**src/rtl/ctr_defines.vh**
```
// constants for the capacitor trim serial slave
// assumes inclusion by the slave command logic file of the block
`ifndef CTR_DEFINES_VH
`define CTR_DEFINES_VH
`define CTR_READ_HI_NIB    4'h8
`define CTR_READ_B1_HI     4'h0
`define CTR_READ_B1_FIX    2'h2
`define CTR_MODESET_NIB    4'h9
`define CTR_CODE_RESET     9'h000
`define CTR_BIT_PERSIST    7
`define CTR_BIT_MODESET    4
`define CTR_READ_BYTES     3'h4
`define CTR_BYTE_BITS      4'h8
`define CTR_NIB_MSB        6
`define CTR_NIB_LSB        5
`define CTR_ADDR_DEFAULT   7'h2A
`endif

```
**src/rtl/ctr_slave.v**
```verilog
// two-wire slave command logic of the capacitor trim device
// assumes scl/sda arrive asynchronously; clk much faster than scl
// What this block does
// RULE_01 - address with read bit starts read
// RULE_02 - four read bytes, byte three first
// RULE_03 - byte three: 0x8, then mode flag
// RULE_04 - byte three: nibble index, live_code bit 8
// RULE_05 - byte two is live_code low bits
// RULE_06 - byte one: 0x0, select bit, 0x2, stored bit 8
// RULE_07 - byte zero is stored_code low bits
// RULE_08 - read copies stored code into control register
// RULE_09 - reads report most recently written codes
// RULE_10 - reset clears live_code to zero
// RULE_11 - high nibble 0x9 means switch to persistent
// RULE_12 - low command byte ignored for mode switch
// RULE_13 - persistent mode uses control register code
// RULE_14 - control register loads on read or reset
// RULE_15 - mode switch keeps live_code
// RULE_16 - master clock at most 400kHz; the bench master model runs 12.5 MHz
// RULE_17 - master allows program time before stop
// RULE_18 - high byte: persist, nibble index, mode bit
// RULE_19 - volatile write loads live_code, volatile mode
// RULE_20 - program interval from ack to stop
// RULE_21 - ack address; master nacks last read byte
// RULE_22 - ack command bytes, act after both
`include "ctr_defines.vh"
module ctr_slave #(
  parameter [6:0] DEV_ADDR = `CTR_ADDR_DEFAULT // arbitrary value
) (
  // clock and reset
  input  wire       clk,
  input  wire       resetn,
  // serial pins
  input  wire       sclIn,
  input  wire       sdaIn,
  output reg        sdaOut,
  output reg        sdaOen_n,
  // persistent memory image and strap
  input  wire [8:0] storedCode,
  input  wire [1:0] nibbleIndex,
  input  wire       selectBit,
  // persistent write request towards the memory
  output reg        memWrite,
  output reg  [1:0] memNibble,
  output reg  [3:0] memData,
  // capacitor control
  output reg  [8:0] liveCode,
  output reg  [8:0] controlCode,
  output reg        persistentMode,
  output reg  [8:0] capDac
);
  localparam ST_IDLE = 3'd0;
  localparam ST_ADDR = 3'd1;
  localparam ST_AACK = 3'd2;
  localparam ST_WBYT = 3'd3;
  localparam ST_WACK = 3'd4;
  localparam ST_RBYT = 3'd5;
  localparam ST_RACK = 3'd6;

  wire scl;
  wire sda;
  reg  sclQ;
  reg  sdaQ;
  reg  [2:0] state;
  reg  [3:0] bitCnt;
  reg  [7:0] shifter;
  reg  [7:0] cmdHi;
  reg        secondByte;
  reg  [2:0] bytesLeft;
  reg        started;

  ctr_sync syncScl (.clk(clk), .resetn(resetn), .async(sclIn), .sync(scl));
  ctr_sync syncSda (.clk(clk), .resetn(resetn), .async(sdaIn), .sync(sda));

  wire sclRise = scl & ~sclQ;
  wire sclFall = ~scl & sclQ;
  wire startCond = scl & sclQ & sdaQ & ~sda;
  wire stopCond  = scl & sclQ & ~sdaQ & sda;

  function [7:0] read_byte;
    input [2:0] idx;
    begin
      case (idx)
        3'd4: read_byte = {`CTR_READ_HI_NIB, persistentMode, // RULE_03
                           nibbleIndex, liveCode[8]};            // RULE_04
        3'd3: read_byte = liveCode[7:0];                          // RULE_05
        3'd2: read_byte = {`CTR_READ_B1_HI, selectBit,
                           `CTR_READ_B1_FIX, storedCode[8]};      // RULE_06
        default: read_byte = storedCode[7:0];                     // RULE_07
      endcase
    end
  endfunction

  // byte to put on the line at the next load
  wire [7:0] loadByte = read_byte(state == ST_AACK ? `CTR_READ_BYTES
                                                   : bytesLeft);

  always @(posedge clk or negedge resetn) begin
    if (!resetn) begin
      sclQ <= 1'b1;
      sdaQ <= 1'b1;
      state <= ST_IDLE;
      bitCnt <= 4'h0;
      shifter <= 8'h00;
      cmdHi <= 8'h00;
      secondByte <= 1'b0;
      bytesLeft <= 3'h0;
      started <= 1'b0;
      sdaOut <= 1'b1;
      sdaOen_n <= 1'b1;
      memWrite <= 1'b0;
      memNibble <= 2'h0;
      memData <= 4'h0;
      liveCode <= `CTR_CODE_RESET;                                // RULE_10
      controlCode <= `CTR_CODE_RESET;
      persistentMode <= 1'b1;
      capDac <= `CTR_CODE_RESET;
    end else begin
      sclQ <= scl;
      sdaQ <= sda;
      memWrite <= 1'b0;
      // RULE_13 RULE_19
      capDac <= persistentMode ? controlCode : liveCode;
      // reload control register once after reset release
      if (!started) begin
        started <= 1'b1;
        controlCode <= storedCode;                                // RULE_14
      end
      if (startCond) begin
        state <= ST_ADDR;
        bitCnt <= 4'h0;
        sdaOen_n <= 1'b1;
      end else if (stopCond) begin
        state <= ST_IDLE;
        sdaOen_n <= 1'b1;
      end else begin
        case (state)
          ST_IDLE: begin
            sdaOen_n <= 1'b1;
          end
          ST_ADDR, ST_WBYT: begin
            if (sclRise) begin
              shifter <= {shifter[6:0], sda};
              bitCnt <= bitCnt + 4'h1;
            end else if (sclFall && bitCnt == `CTR_BYTE_BITS) begin
              bitCnt <= 4'h0;
              if (state == ST_ADDR) begin
                if (shifter[7:1] == DEV_ADDR) begin
                  state <= ST_AACK;
                  sdaOut <= 1'b0;
                  sdaOen_n <= 1'b0;                               // RULE_21
                end else begin
                  state <= ST_IDLE;
                end
              end else begin
                state <= ST_WACK;
                sdaOut <= 1'b0;
                sdaOen_n <= 1'b0;                                 // RULE_22
                if (!secondByte) begin
                  cmdHi <= shifter;
                end else if (cmdHi[7:4] == `CTR_MODESET_NIB) begin
                  persistentMode <= 1'b1;              // RULE_11 RULE_12 RULE_15
                end else if (cmdHi[`CTR_BIT_PERSIST]) begin
                  memWrite <= 1'b1;                               // RULE_18
                  memNibble <= cmdHi[`CTR_NIB_MSB:`CTR_NIB_LSB];
                  memData <= shifter[3:0];
                end else begin
                  liveCode <= {cmdHi[0], shifter};                // RULE_09
                  persistentMode <= 1'b0;                         // RULE_19
                end
                secondByte <= ~secondByte;
              end
            end
          end
          ST_AACK: begin
            if (sclFall) begin
              if (shifter[0]) begin                               // RULE_01
                state <= ST_RBYT;
                bytesLeft <= `CTR_READ_BYTES;                     // RULE_02
                controlCode <= storedCode;                        // RULE_08
                shifter <= loadByte;
                sdaOut <= 1'b0;
                // a one bit is sent by releasing the line
                sdaOen_n <= loadByte[7];
                bitCnt <= 4'h1;
              end else begin
                state <= ST_WBYT;
                secondByte <= 1'b0;
                sdaOen_n <= 1'b1;
              end
            end
          end
          ST_WACK: begin
            if (sclFall) begin
              state <= ST_WBYT;
              sdaOen_n <= 1'b1;
            end
          end
          ST_RBYT: begin
            if (sclFall) begin
              if (bitCnt == `CTR_BYTE_BITS) begin
                state <= ST_RACK;
                sdaOen_n <= 1'b1;
                bytesLeft <= bytesLeft - 3'h1;
              end else begin
                shifter <= {shifter[6:0], 1'b0};
                sdaOen_n <= shifter[6];
                bitCnt <= bitCnt + 4'h1;
              end
            end
          end
          ST_RACK: begin
            if (sclRise) begin
              shifter[0] <= sda;
            end else if (sclFall) begin
              if (shifter[0] || bytesLeft == 3'h0) begin          // RULE_21
                state <= ST_IDLE;
              end else begin
                state <= ST_RBYT;
                shifter <= loadByte;
                sdaOut <= 1'b0;
                sdaOen_n <= loadByte[7];
                bitCnt <= 4'h1;
              end
            end
          end
          default: state <= ST_IDLE;
        endcase
      end
    end
  end
endmodule

```
**src/rtl/ctr_sync.v**
```verilog
// two-flop synchroniser for pins from outside the clock domain
// assumes clk is the block clock, resetn async active low
module ctr_sync (
  // clock and reset
  input  wire clk,
  input  wire resetn,
  // pin in, synchronised out
  input  wire async,
  output reg  sync
);
  reg stage;
  always @(posedge clk or negedge resetn) begin
    if (!resetn) begin
      stage <= 1'b1;
      sync  <= 1'b1;
    end else begin
      stage <= async;
      sync  <= stage;
    end
  end
endmodule
```
**config.mk**
```make
export PLATFORM = sky130hd
export DESIGN_NAME = ctr_slave
export DESIGN_NICKNAME = d
export VERILOG_FILES = /design/src/rtl/ctr_slave.v /design/src/rtl/ctr_sync.v
export VERILOG_INCLUDE_DIRS = /design/src /design/src/rtl
export SDC_FILE = /design/constraint.sdc
export NUM_CORES = 1
export LEC_CHECK = 0
export ABC_AREA = 0
export BUFFER_PORTS_ARGS = -buffer_cell sky130_fd_sc_hd__buf_2
export CORE_ASPECT_RATIO = 1.5
export CORE_MARGIN = 3
export CORE_UTILIZATION = 36
export DETAILED_ROUTE_END_ITERATION = 7
export PLACE_DENSITY = 0.57
export SKIP_LAST_GASP = 1
export SYNTH_ARGS = -nofsm -noshare
export SYNTH_HDL_FRONTEND = slang
export SYNTH_HIERARCHICAL = 1
export SYNTH_SLANG_ARGS = --single-unit
```
**constraint.sdc**
```tcl
create_clock -name clk -period 7.05 [get_ports clk]
set_clock_uncertainty 0.2 [all_clocks]
set_input_delay 0.3525 -clock clk [delete_from_list [all_inputs] [get_ports clk]]
set_output_delay 0.3525 -clock clk [all_outputs]
set_load 0.05 [all_outputs]
```
## Word level (Yosys, flattened, before mapping)

Index checks and enable logic that the tools add are counted.

| cells by class | value |
|---|---|
| reductions and logical operators | 23 |
| bitwise operators | 18 |
| add/subtract/negate cells | 2 |
| muxes and demuxes | 89 |
| equality and inequality tests | 49 |

Operators by type and width:

| cell | number |
|---|---|
| 9-bit two-way mux | 7 |
| 8-bit two-way mux | 7 |
| 3-bit two-way mux | 18 |
| 4-bit two-way mux | 11 |
| 4-bit inequality test (second input constant) | 10 |
| 1-bit two-way mux | 36 |
| 9-bit AND reduction | 4 |
| 3-bit inequality test (second input constant) | 11 |
| 8-bit one-hot mux with 4 select lines | 1 |
| 2-bit inequality test (second input constant) | 14 |
| 8-bit one-hot mux with 3 select lines | 1 |
| 11-bit AND reduction | 2 |
| 10-bit AND reduction | 2 |
| 3-bit one-hot mux with 6 select lines | 1 |
| 4-bit one-hot mux with 4 select lines | 1 |
| 8-bit AND reduction | 2 |
| 7-bit AND reduction | 2 |
| 3-bit by 2-bit equality test with 1-bit output (second input constant) | 4 |
| 3-bit equality test (second input constant) | 4 |
| 1-bit NOT | 11 |
| 4-bit equality test (second input constant) | 2 |
| 8-bit nonzero test | 1 |
| 1-bit AND | 7 |
| 7-bit by 6-bit equality test with 1-bit output (second input constant) | 1 |
| 19 further kinds | 21 |

| word-level totals | value |
|---|---|
| input port bits | 16 |
| logic and storage cells | 204 |
| register bits | 71 |

## Logic depth before layout (Yosys ltp)

Gate-level depths: netlist of run 1.

| logic depth | value |
|---|---|
| depth after elaboration | 10 |
| gate-level depth with buffers | 10 |

## Cells and area by module

The synthesis of run 1 kept the hierarchy.

Modules (own cells, without submodules):

| module | seq. area each (um^2) | area each (um^2) | cells each | instances |
|---|---|---|---|---|
| ctr_slave | 1607.8 | 3497.1 | 322 | 1 |
| ctr_sync | 52.6 | 52.6 | 2 | 2 |

## Worst setup path after synthesis of run 1

Ideal clock, no wire load.

| timing path | value |
|---|---|
| path kind | register -> register |
| from | register bytesLeft[0] |
| to | register shifter[1] |
| setup time | 0.129 ns |
| setup slack | 4.570 ns |
| cell stages (with the launch flop) | 11 |
| arrival time | 2.151 ns |
| path buffers | 2 |
| cell sequence | dfrtp_1 -> clkbuf_1 -> inv_1 -> ha_1 -> ha_1 -> or2_2 -> o311ai_4 -> nand4_1 -> buf_2 -> nand2_1 -> o21ai_0 |

| between the ends | value |
|---|---|
| longest elaborated chain between the ends | 7 |
| elaborated cells on any way between the ends | 15 |

Ends and longest elaborated chain:

| what | line | source |
|---|---|---|
| from (decl) | ctr_slave.v:69 | `reg [2:0] bytesLeft;` |
| from (signal assigned) | ctr_slave.v:179 | `` bytesLeft <= `CTR_READ_BYTES; `` |
| from (signal assigned) | ctr_slave.v:204 | `bytesLeft <= bytesLeft - 3'h1;` |
| 3-bit two-way mux | ctr_slave.v:95 | `` wire [7:0] loadByte = read_byte(state == ST_AACK ? `CTR_READ_BYTES `` |
| 3-bit by 2-bit equality test with 1-bit output or 3-bit equality test (tied branches) | ctr_slave.v:83 | `case (idx)` |
| 8-bit one-hot mux with 3 select lines | ctr_slave.v:83 |  |
| 8-bit two-way mux | ctr_slave.v:216 | `if (shifter[0] \|\| bytesLeft == 3'h0) begin` |
| 8-bit two-way mux | ctr_slave.v:215 | `end else if (sclFall) begin` |
| 7-bit two-way mux | ctr_slave.v:213 | `if (sclRise) begin` |
| 8-bit one-hot mux with 4 select lines | ctr_slave.v:137 | `case (state)` |
| to (signal assigned) | ctr_slave.v:143 | `shifter <= {shifter[6:0], sda};` |
| to (signal assigned) | ctr_slave.v:206 | `shifter <= {shifter[6:0], 1'b0};` |
| to (signal assigned) | ctr_slave.v:220 | `shifter <= loadByte;` |
| to (decl) | ctr_slave.v:66 | `reg [7:0] shifter;` |

Parallel ways exist; a longest one is shown, timed or not. The select of a mux whose other input is x is not followed.
A chain may end at the register's enable or synchronous reset.

## Final worst setup path of run 1

| timing path | value |
|---|---|
| from | register sclQ |
| to | register liveCode[0] |

| between the ends | value |
|---|---|
| longest elaborated chain between the ends | 5 |
| elaborated cells on any way between the ends | 13 |

Ends and longest elaborated chain:

| what | line | source |
|---|---|---|
| from (decl) | ctr_slave.v:62 | `reg sclQ;` |
| from (signal assigned) | ctr_slave.v:119 | `sclQ <= scl;` |
| 1-bit AND | ctr_slave.v:77, ctr_slave.v:78 |  |
| 1-bit AND (on tied branches) (2 in series) | ctr_slave.v:78, ctr_slave.v:77 |  |
| 1-bit NOT (no line) | - |  |
| 9-bit AND reduction (no line) (*) | - |  |
| to (signal assigned) | ctr_slave.v:114 | `` liveCode <= `CTR_CODE_RESET; `` |
| to (signal assigned) | ctr_slave.v:168 | `liveCode <= {cmdHi[0], shifter};` |
| to (decl) | ctr_slave.v:47 | `output reg [8:0] liveCode,` |

Every way passes the cells marked *; elsewhere a longest branch is shown, timed or not.

==> metrics.txt, run 1 <==
Die Y=129 um; vias in the first global route=2718; Netlist cell types=65; global-route wire length before repair=13800 um; Post-DP HPWL=6300 um; HP Class=in2async; Psw=0.000330 W; post_cts resized=0; Die X-Extent=87.7 um; syn nets=349; Total GRT Usage=0.160; Seq cells post-synth=68; initial antenna violation count=0; Setup-failing EPs final=0; path depth of the worst reg2reg path=5; Worst Max-Slew Pin Slew=1.06 ns; Setup CP Type=reg2reg; Final Hold Viols=6; leak pwr=1.95 nW; # Post-CTS Setup Buffers=0; Area Growth Syn to Fin=17.2%; first-iteration detailed-routing DRC count=85; drt drc=0; CTS buffer count=9; layout net count=396; EDFF count, synth=0; CP Capture Type=flip-flop; Core Rows=44; Power per Cell Area=253 mW/mm^2; Tcrit/Tclk final=0.458; sequential share of the synthesized area=0.476; synthesized instance count=326; P_int=0.000738 W; post-layout min period=3.23 ns; Synth async-reset ratio=1.00; Hold-fix buffers, CTS=2; synth warn=6; CTS tree=done; clock share of power=0.400; R2R Path Start=sclQ; Initial Utilization=0.370; ys flop type=dfrtp_1; total negative slack=0 ns; Arr. time, crit path=3.25 ns; critical path required time=7.07 ns; # IOs=53; Detail Route Antenna Nets=0; vias=2748; DIE AREA=0.0113 sq mm; combinational share of power=0.136; pin count of the biggest net entering global routing=69; gpl congestion=0.797; Max Fclk=310 MHz; worst r2r dst=liveCode[0]; worst setup margin=3.82 ns; Worst VDD drop=0.124 mV; Place WS=3.81 ns; worst hold slack=-0.00569 ns; CTS sink cnt=68; total grt overflow=0; Max Slew Vio Count=0; H-tree levels=3; Worst slew margin=0.292; clk slew on worst S/H paths=0.06 ns; crit path launch type=flip-flop; failing checks=hold timing; Worst Path Max Fanout=14; port bufs=52; register-to-register setup slack=3.82 ns; core area=0.00974 sq mm; clk buf depth=2; Antenna Diode Count=0; Total Wirelength=8650 um; sequential fraction of design power=0.464; max cap viols=0; routed wire length per instance=17.6 um; status=finished, violations left; Root Driver=clkbuf_16; Sw Share=0.309; Skew-Pair Late Insertion Delay=0.34 ns; syn_area_per_cell=11.0 sq um; Pre-antenna DRT Iters=4; unrepaired setup endpoints after global routing=no; Vias/cell=5.57; Cell Area, Synth=0.00360 sq mm; layout cells sized above 1=0.347
## worst max-delay path by stage
stage | startpoint | endpoint | slack [ns] | cells after the start
final | sclQ | liveCode[0] | 3.82 | 5
after global routing | sclQ | liveCode[6] | 3.59 | 5
after CTS | sclQ | liveCode[6] | 3.80 | 5
after detailed placement | sclQ | liveCode[6] | 3.81 | 5
after global placement | sclQ | liveCode[7] | 3.85 | 5
after floorplan | bytesLeft[0] | shifter[1] | 4.57 | 10
## cell type report
cell class | count | area [sq um]
Clock buffer | 10 | 239
Clock inverter | 6 | 48.8
Fill cell | 960 | 5520
Inverter | 13 | 48.8
Multi-Input combinational cell | 226 | 1740
Sequential cell | 68 | 1710
Tap cell | 115 | 144
Timing Repair Buffer | 55 | 288
## power by group through the flow
stage          sequential, W  clock, W  combinational [W]
6_report            0.000495  0.000427           0.000146
5_1_grt             0.000502  0.000454           0.000161
3_5_place_dp        0.000502         0           0.000145
4_1_cts             0.000496  0.000438           0.000147
3_3_place_gp        0.000499         0           0.000142
2_1_floorplan       0.000489         0          0.0000921
## cells in the final DEF (no fill, tap or decap), drive strengths merged, types with 5 or more instances in the layout
cell / n
nor2b: 8
mux2: 43
dfrtp: 59
nand3: 10
nor2: 12
nand2: 21
dfstp: 9
a21oi: 11
nor3: 6
a22oi: 5
nand2b: 5
o21ai: 26
ha: 7
a31oi: 5
clkbuf: 10
buf: 53
inv: 13
## synth_stat cells, types with 2 or more instances
| master | number | area share |
|---|---|---|
| a211oi_1 | 4 | 0.0083 |
| a21boi_0 | 2 | 0.0042 |
| a21o_1 | 2 | 0.0042 |
| a21oi_1 | 10 | 0.014 |
| a221oi_1 | 3 | 0.0073 |
| a22oi_1 | 5 | 0.010 |
| a2bb2oi_1 | 2 | 0.0049 |
| a31oi_1 | 5 | 0.0087 |
| a32o_1 | 3 | 0.0083 |
| and4_1 | 2 | 0.0049 |
| buf_2 | 5 | 0.0069 |
| buf_4 | 4 | 0.0083 |
| clkbuf_1 | 9 | 0.0094 |
| dfrtp_1 | 59 | 0.41 |
| dfstp_2 | 9 | 0.066 |
| ha_1 | 7 | 0.024 |
| inv_1 | 12 | 0.013 |
| mux2_2 | 37 | 0.12 |
| mux2_4 | 6 | 0.025 |
| mux2i_1 | 3 | 0.0083 |
| nand2_1 | 21 | 0.022 |
| nand2b_1 | 5 | 0.0087 |
| nand3_1 | 10 | 0.014 |
| nand3b_1 | 3 | 0.0063 |
| nand4_1 | 4 | 0.0069 |
| nor2_1 | 12 | 0.013 |
| nor2b_1 | 8 | 0.014 |
| nor3_1 | 4 | 0.0056 |
| nor3_2 | 2 | 0.0056 |
| nor3b_1 | 2 | 0.0042 |
| o2111ai_1 | 2 | 0.0049 |
| o211ai_1 | 2 | 0.0042 |
| o21a_1 | 4 | 0.0083 |
| o21ai_0 | 25 | 0.035 |
| o31ai_1 | 3 | 0.0063 |
## cells by family after synthesis
logic type | share of synthesized area
AO/OA/AOI/OAI | 0.171
XOR/XNOR | 0.00243
adder cells (fa/ha/maj) | 0.0243
buffers and inverters | 0.0413
flip-flops | 0.476
multiplexers | 0.149
other | 0.00104
AND/OR/NAND/NOR | 0.135
## stage by stage
| stage | area [sq um] | total power (W) | utilization | hold WS (ns) | cells |
|---|---|---|---|---|---|
| CTS | 4220 | 0.00108 | 0.433 | 0.0476 | 493 |
| detailed placement | 3910 | 0.000648 | 0.402 | 0.147 | 475 |
| global route | 4220 | 0.00112 | 0.433 | 0.0643 | 493 |
| global placement | 3910 | 0.000641 | 0.402 | 0.146 | 475 |
| finish | 4220 | 0.00107 | 0.433 | -0.00569 | 493 |
| floorplan | 3600 | 0.000581 | - | -0.143 | 326 |
## flip-flops by register name, summed over array words and instances (netlist names), 3 cells and up
name	count
bitCnt	4
liveCode	9
capDac	9
cmdHi	5
bytesLeft	3
state	3
controlCode	9
shifter	8
memData	4
## worst max-delay path, cell delays in order (launching register included)
cell and delay [ns]:
dfstp_2 0.54, ha_1 0.41, and4b_1 0.42, nand3_1 0.19
nor4b_2 0.93, mux2_2 0.42
## layer usage
metal	GRT usage	vias up	share of wire
met3	0.0416	17	0.039
met5	0	-	0
met2	0.286	81	0.54
met1	0.170	1351	0.39
li1	-	1299	-
met4	0.0804	0	0.033
Note: power is estimated with default switching activity, not from simulation.
==> run 2: changes to the inputs <==
Settings changed: ABC_AREA 0 to 1, PLACE_DENSITY 0.57 to 0.56.
Clock period 7.05 ns to 3.3 ns, I/O delays scaled along.
==> metrics.txt, run 2 <==
Skew-Pair Late Insertion Delay=0.34 ns; commonest non-fill, non-tap cells in the layout=nand2_1 (135), dfrtp_1 (59), inv_1 (53); Max Fclk=408 MHz; CTS sink cnt=68; global-route wire length before repair=16200 um; Psw=0.000726 W; most common cell after layout, fill and taps aside=nand2_1; most frequent cell after synthesis=nand2_1; Top Registers=capDac x9, controlCode x9, liveCode x9; status=completed; most used cell along the critical path=nand2_1; CP max stage cell=dfrtp_1; HP Class=in2reg; Total Wirelength=10100 um; layout net count=566; post-route insts no fill=665; Root Driver=clkbuf_16; WL met1=4060 um; CTS buffer count=9; leak pwr=2.36 nW; P_int=0.00162 W; Placed Instances=637; Setup-failing EPs final=0; Final Core Density=0.445; unrepaired setup endpoints after global routing=no; Post-DP HPWL=7490 um; Vias/cell=4.98; clk slew on worst S/H paths=0.06 ns; crit path launch type=flip-flop; CP bufs+invs=3; combinational share of power=0.160; crit path cell chain=inv_1, ha_1, ha_1, inv_1, nand2_1, inv_1, nor2_1, nor2_1, nand3_1, nand2_2, nand2_1, nand2_1, nand2_1; CP Capture Type=flip-flop; vias=3314; pin count of the biggest net entering global routing=69; Final Hold Viols=0; worst hold slack=0.0609 ns; fill count=1036; total negative slack=0 ns; Total GRT Usage=0.183; Tcrit/Tclk final=0.742; Power per Cell Area=520 mW/mm^2; ys flop type=dfrtp_1; syn_area_per_cell=7.85 sq um; cell taking the most area after synthesis=dfrtp_1; syn nets=501; Detail Route Antenna Nets=0; sequential fraction of design power=0.428; # IOs=53; Die Y=131 um; DIE AREA=0.0117 sq mm; routed wire length per instance=15.2 um; WL met2=5380 um; Initial Utilization=0.370; Worst VDD drop=0.249 mV; drt drc=0; initial antenna violation count=0; core area=0.0101 sq mm; total grt overflow=0; H-tree levels=3; largest delay contributor family on the critical path=simple AND/OR/NAND/NOR gates; worst setup margin=0.851 ns; max cap viols=0; Die X-Extent=89.4 um; Netlist cell types=39; critical path required time=3.32 ns; Sw Share=0.310; layout cells sized above 1=0.221; Worst slew margin=0.405; Arr. time, crit path=2.47 ns; clk buf depth=2; sequential share of the synthesized area=0.456; synthesized instance count=478; Max Slew Vio Count=0; highest routed layer=met4; Core Rows=45; EDFF count, synth=0; Synth async-reset ratio=1.00; Cell Area, Synth=0.00375 sq mm; met3 wire length=373 um; Antenna Diode Count=0; port bufs=52; synth warn=6; top cells by count, synth=nand2_1 (135), dfrtp_1 (59), inv_1 (53); post-layout min period=2.45 ns; Worst Path Max Fanout=9; Seq cells post-synth=68; vias in the first global route=3246; gpl congestion=0.895; first-iteration detailed-routing DRC count=122; synth top area cells=dfrtp_1 (39%), nand2_1 (14%), dfstp_2 (6.3%); Worst path max stage delay=0.50 ns; Area Growth Syn to Fin=20.1%; CTS tree=done; Place WS=0.878 ns; Setup CP Type=reg2reg; Pre-antenna DRT Iters=4; clock share of power=0.412; post-synth top area share=0.393; Worst Max-Slew Pin Slew=0.893 ns
==> run 2: final timing paths <==
kind / start / cells past startpoint / to / slack [ns]
worst max-delay path: bytesLeft[0] / 13 / bitCnt[3] / 0.85
worst max register to register: bytesLeft[0] / 13 / bitCnt[3] / 0.85
worst min register to register: syncSda/stage / 0 / syncSda/sync / 0.16
max in group asynchronous: resetn / 3 / controlCode[6] / 1.94
min in group asynchronous: resetn / 3 / controlCode[0] / 0.31
worst min-delay path: nibbleIndex[0] / 5 / shifter[1] / 0.06
==> run 2: power groups by stage <==
stage / clock network, W / registers, W / logic (W)
after detailed placement: 0 / 0.00101 / 0.000368
after global routing: 0.00103 / 0.00101 / 0.000431
final: 0.000965 / 0.00100 / 0.000375
after CTS: 0.000993 / 0.00100 / 0.000380
after global placement: 0 / 0.00101 / 0.000368
after floorplan: 0 / 0.00103 / 0.000224
==> run 2: through the flow <==
stage	power [W]	cell area, sq um
floorplan	0.00126	3750
global placement	0.00138	4090
detailed placement	0.00138	4090
CTS	0.00237	4510
global route	0.00247	4510
finish	0.00234	4510
==> run 2: what timing repair did <==
action | 4_1_cts | 5_1_grt
hold buffers | 12 | 0
resized for setup | 0 | 0
buffers inserted | 0 | 0
endpoints found under the hold margin | 70 | 0
==> run 2: worst register-to-register path: stages, from the launching register on <==
cell and delay (ns):
dfrtp_1 0.50, inv_1 0.19, ha_1 0.24, ha_1 0.18, inv_1 0.05, nand2_1 0.13, inv_1 0.12, nor2_1 0.08
nor2_1 0.15, nand3_1 0.11, nand2_2 0.13, nand2_1 0.13, nand2_1 0.09, nand2_1 0.05
==> run 2: layout make-up <==
| class | count | area [sq um] | share of cell area |
|---|---|---|---|
| sequential | 68 | 1710 | 0.380 |
| inverter | 60 | 233 | 0.0516 |
| clock buffer | 9 | 225 | 0.0500 |
| timing repair buffer | 65 | 388 | 0.0860 |
| tap | 117 | 146 | 0.0325 |
| clock inverter | 7 | 76.3 | 0.0169 |
| multi-input combinational | 339 | 1730 | 0.383 |
==> run 2: logic make-up (layout without fill, tap and decap cells) <==
family | Yosys count | after routing | share of synthesized area
other cells | 1 | 1 | 0.000999
buf+inv | 71 | 141 | 0.0834
flops | 68 | 68 | 0.456
xor+xnor | 1 | 1 | 0.00233
fa+ha+maj | 7 | 7 | 0.0233
simple gates | 262 | 262 | 0.324
compound gates | 68 | 68 | 0.109
==> run 2: metal layers <==
| metal | up-vias | track usage |
|---|---|---|
| li1 | 1667 | - |
| met1 | 1537 | 0.197 |
| met2 | 88 | 0.339 |
| met3 | 22 | 0.0339 |
| met4 | 0 | 0.0762 |
| met5 | - | 0 |
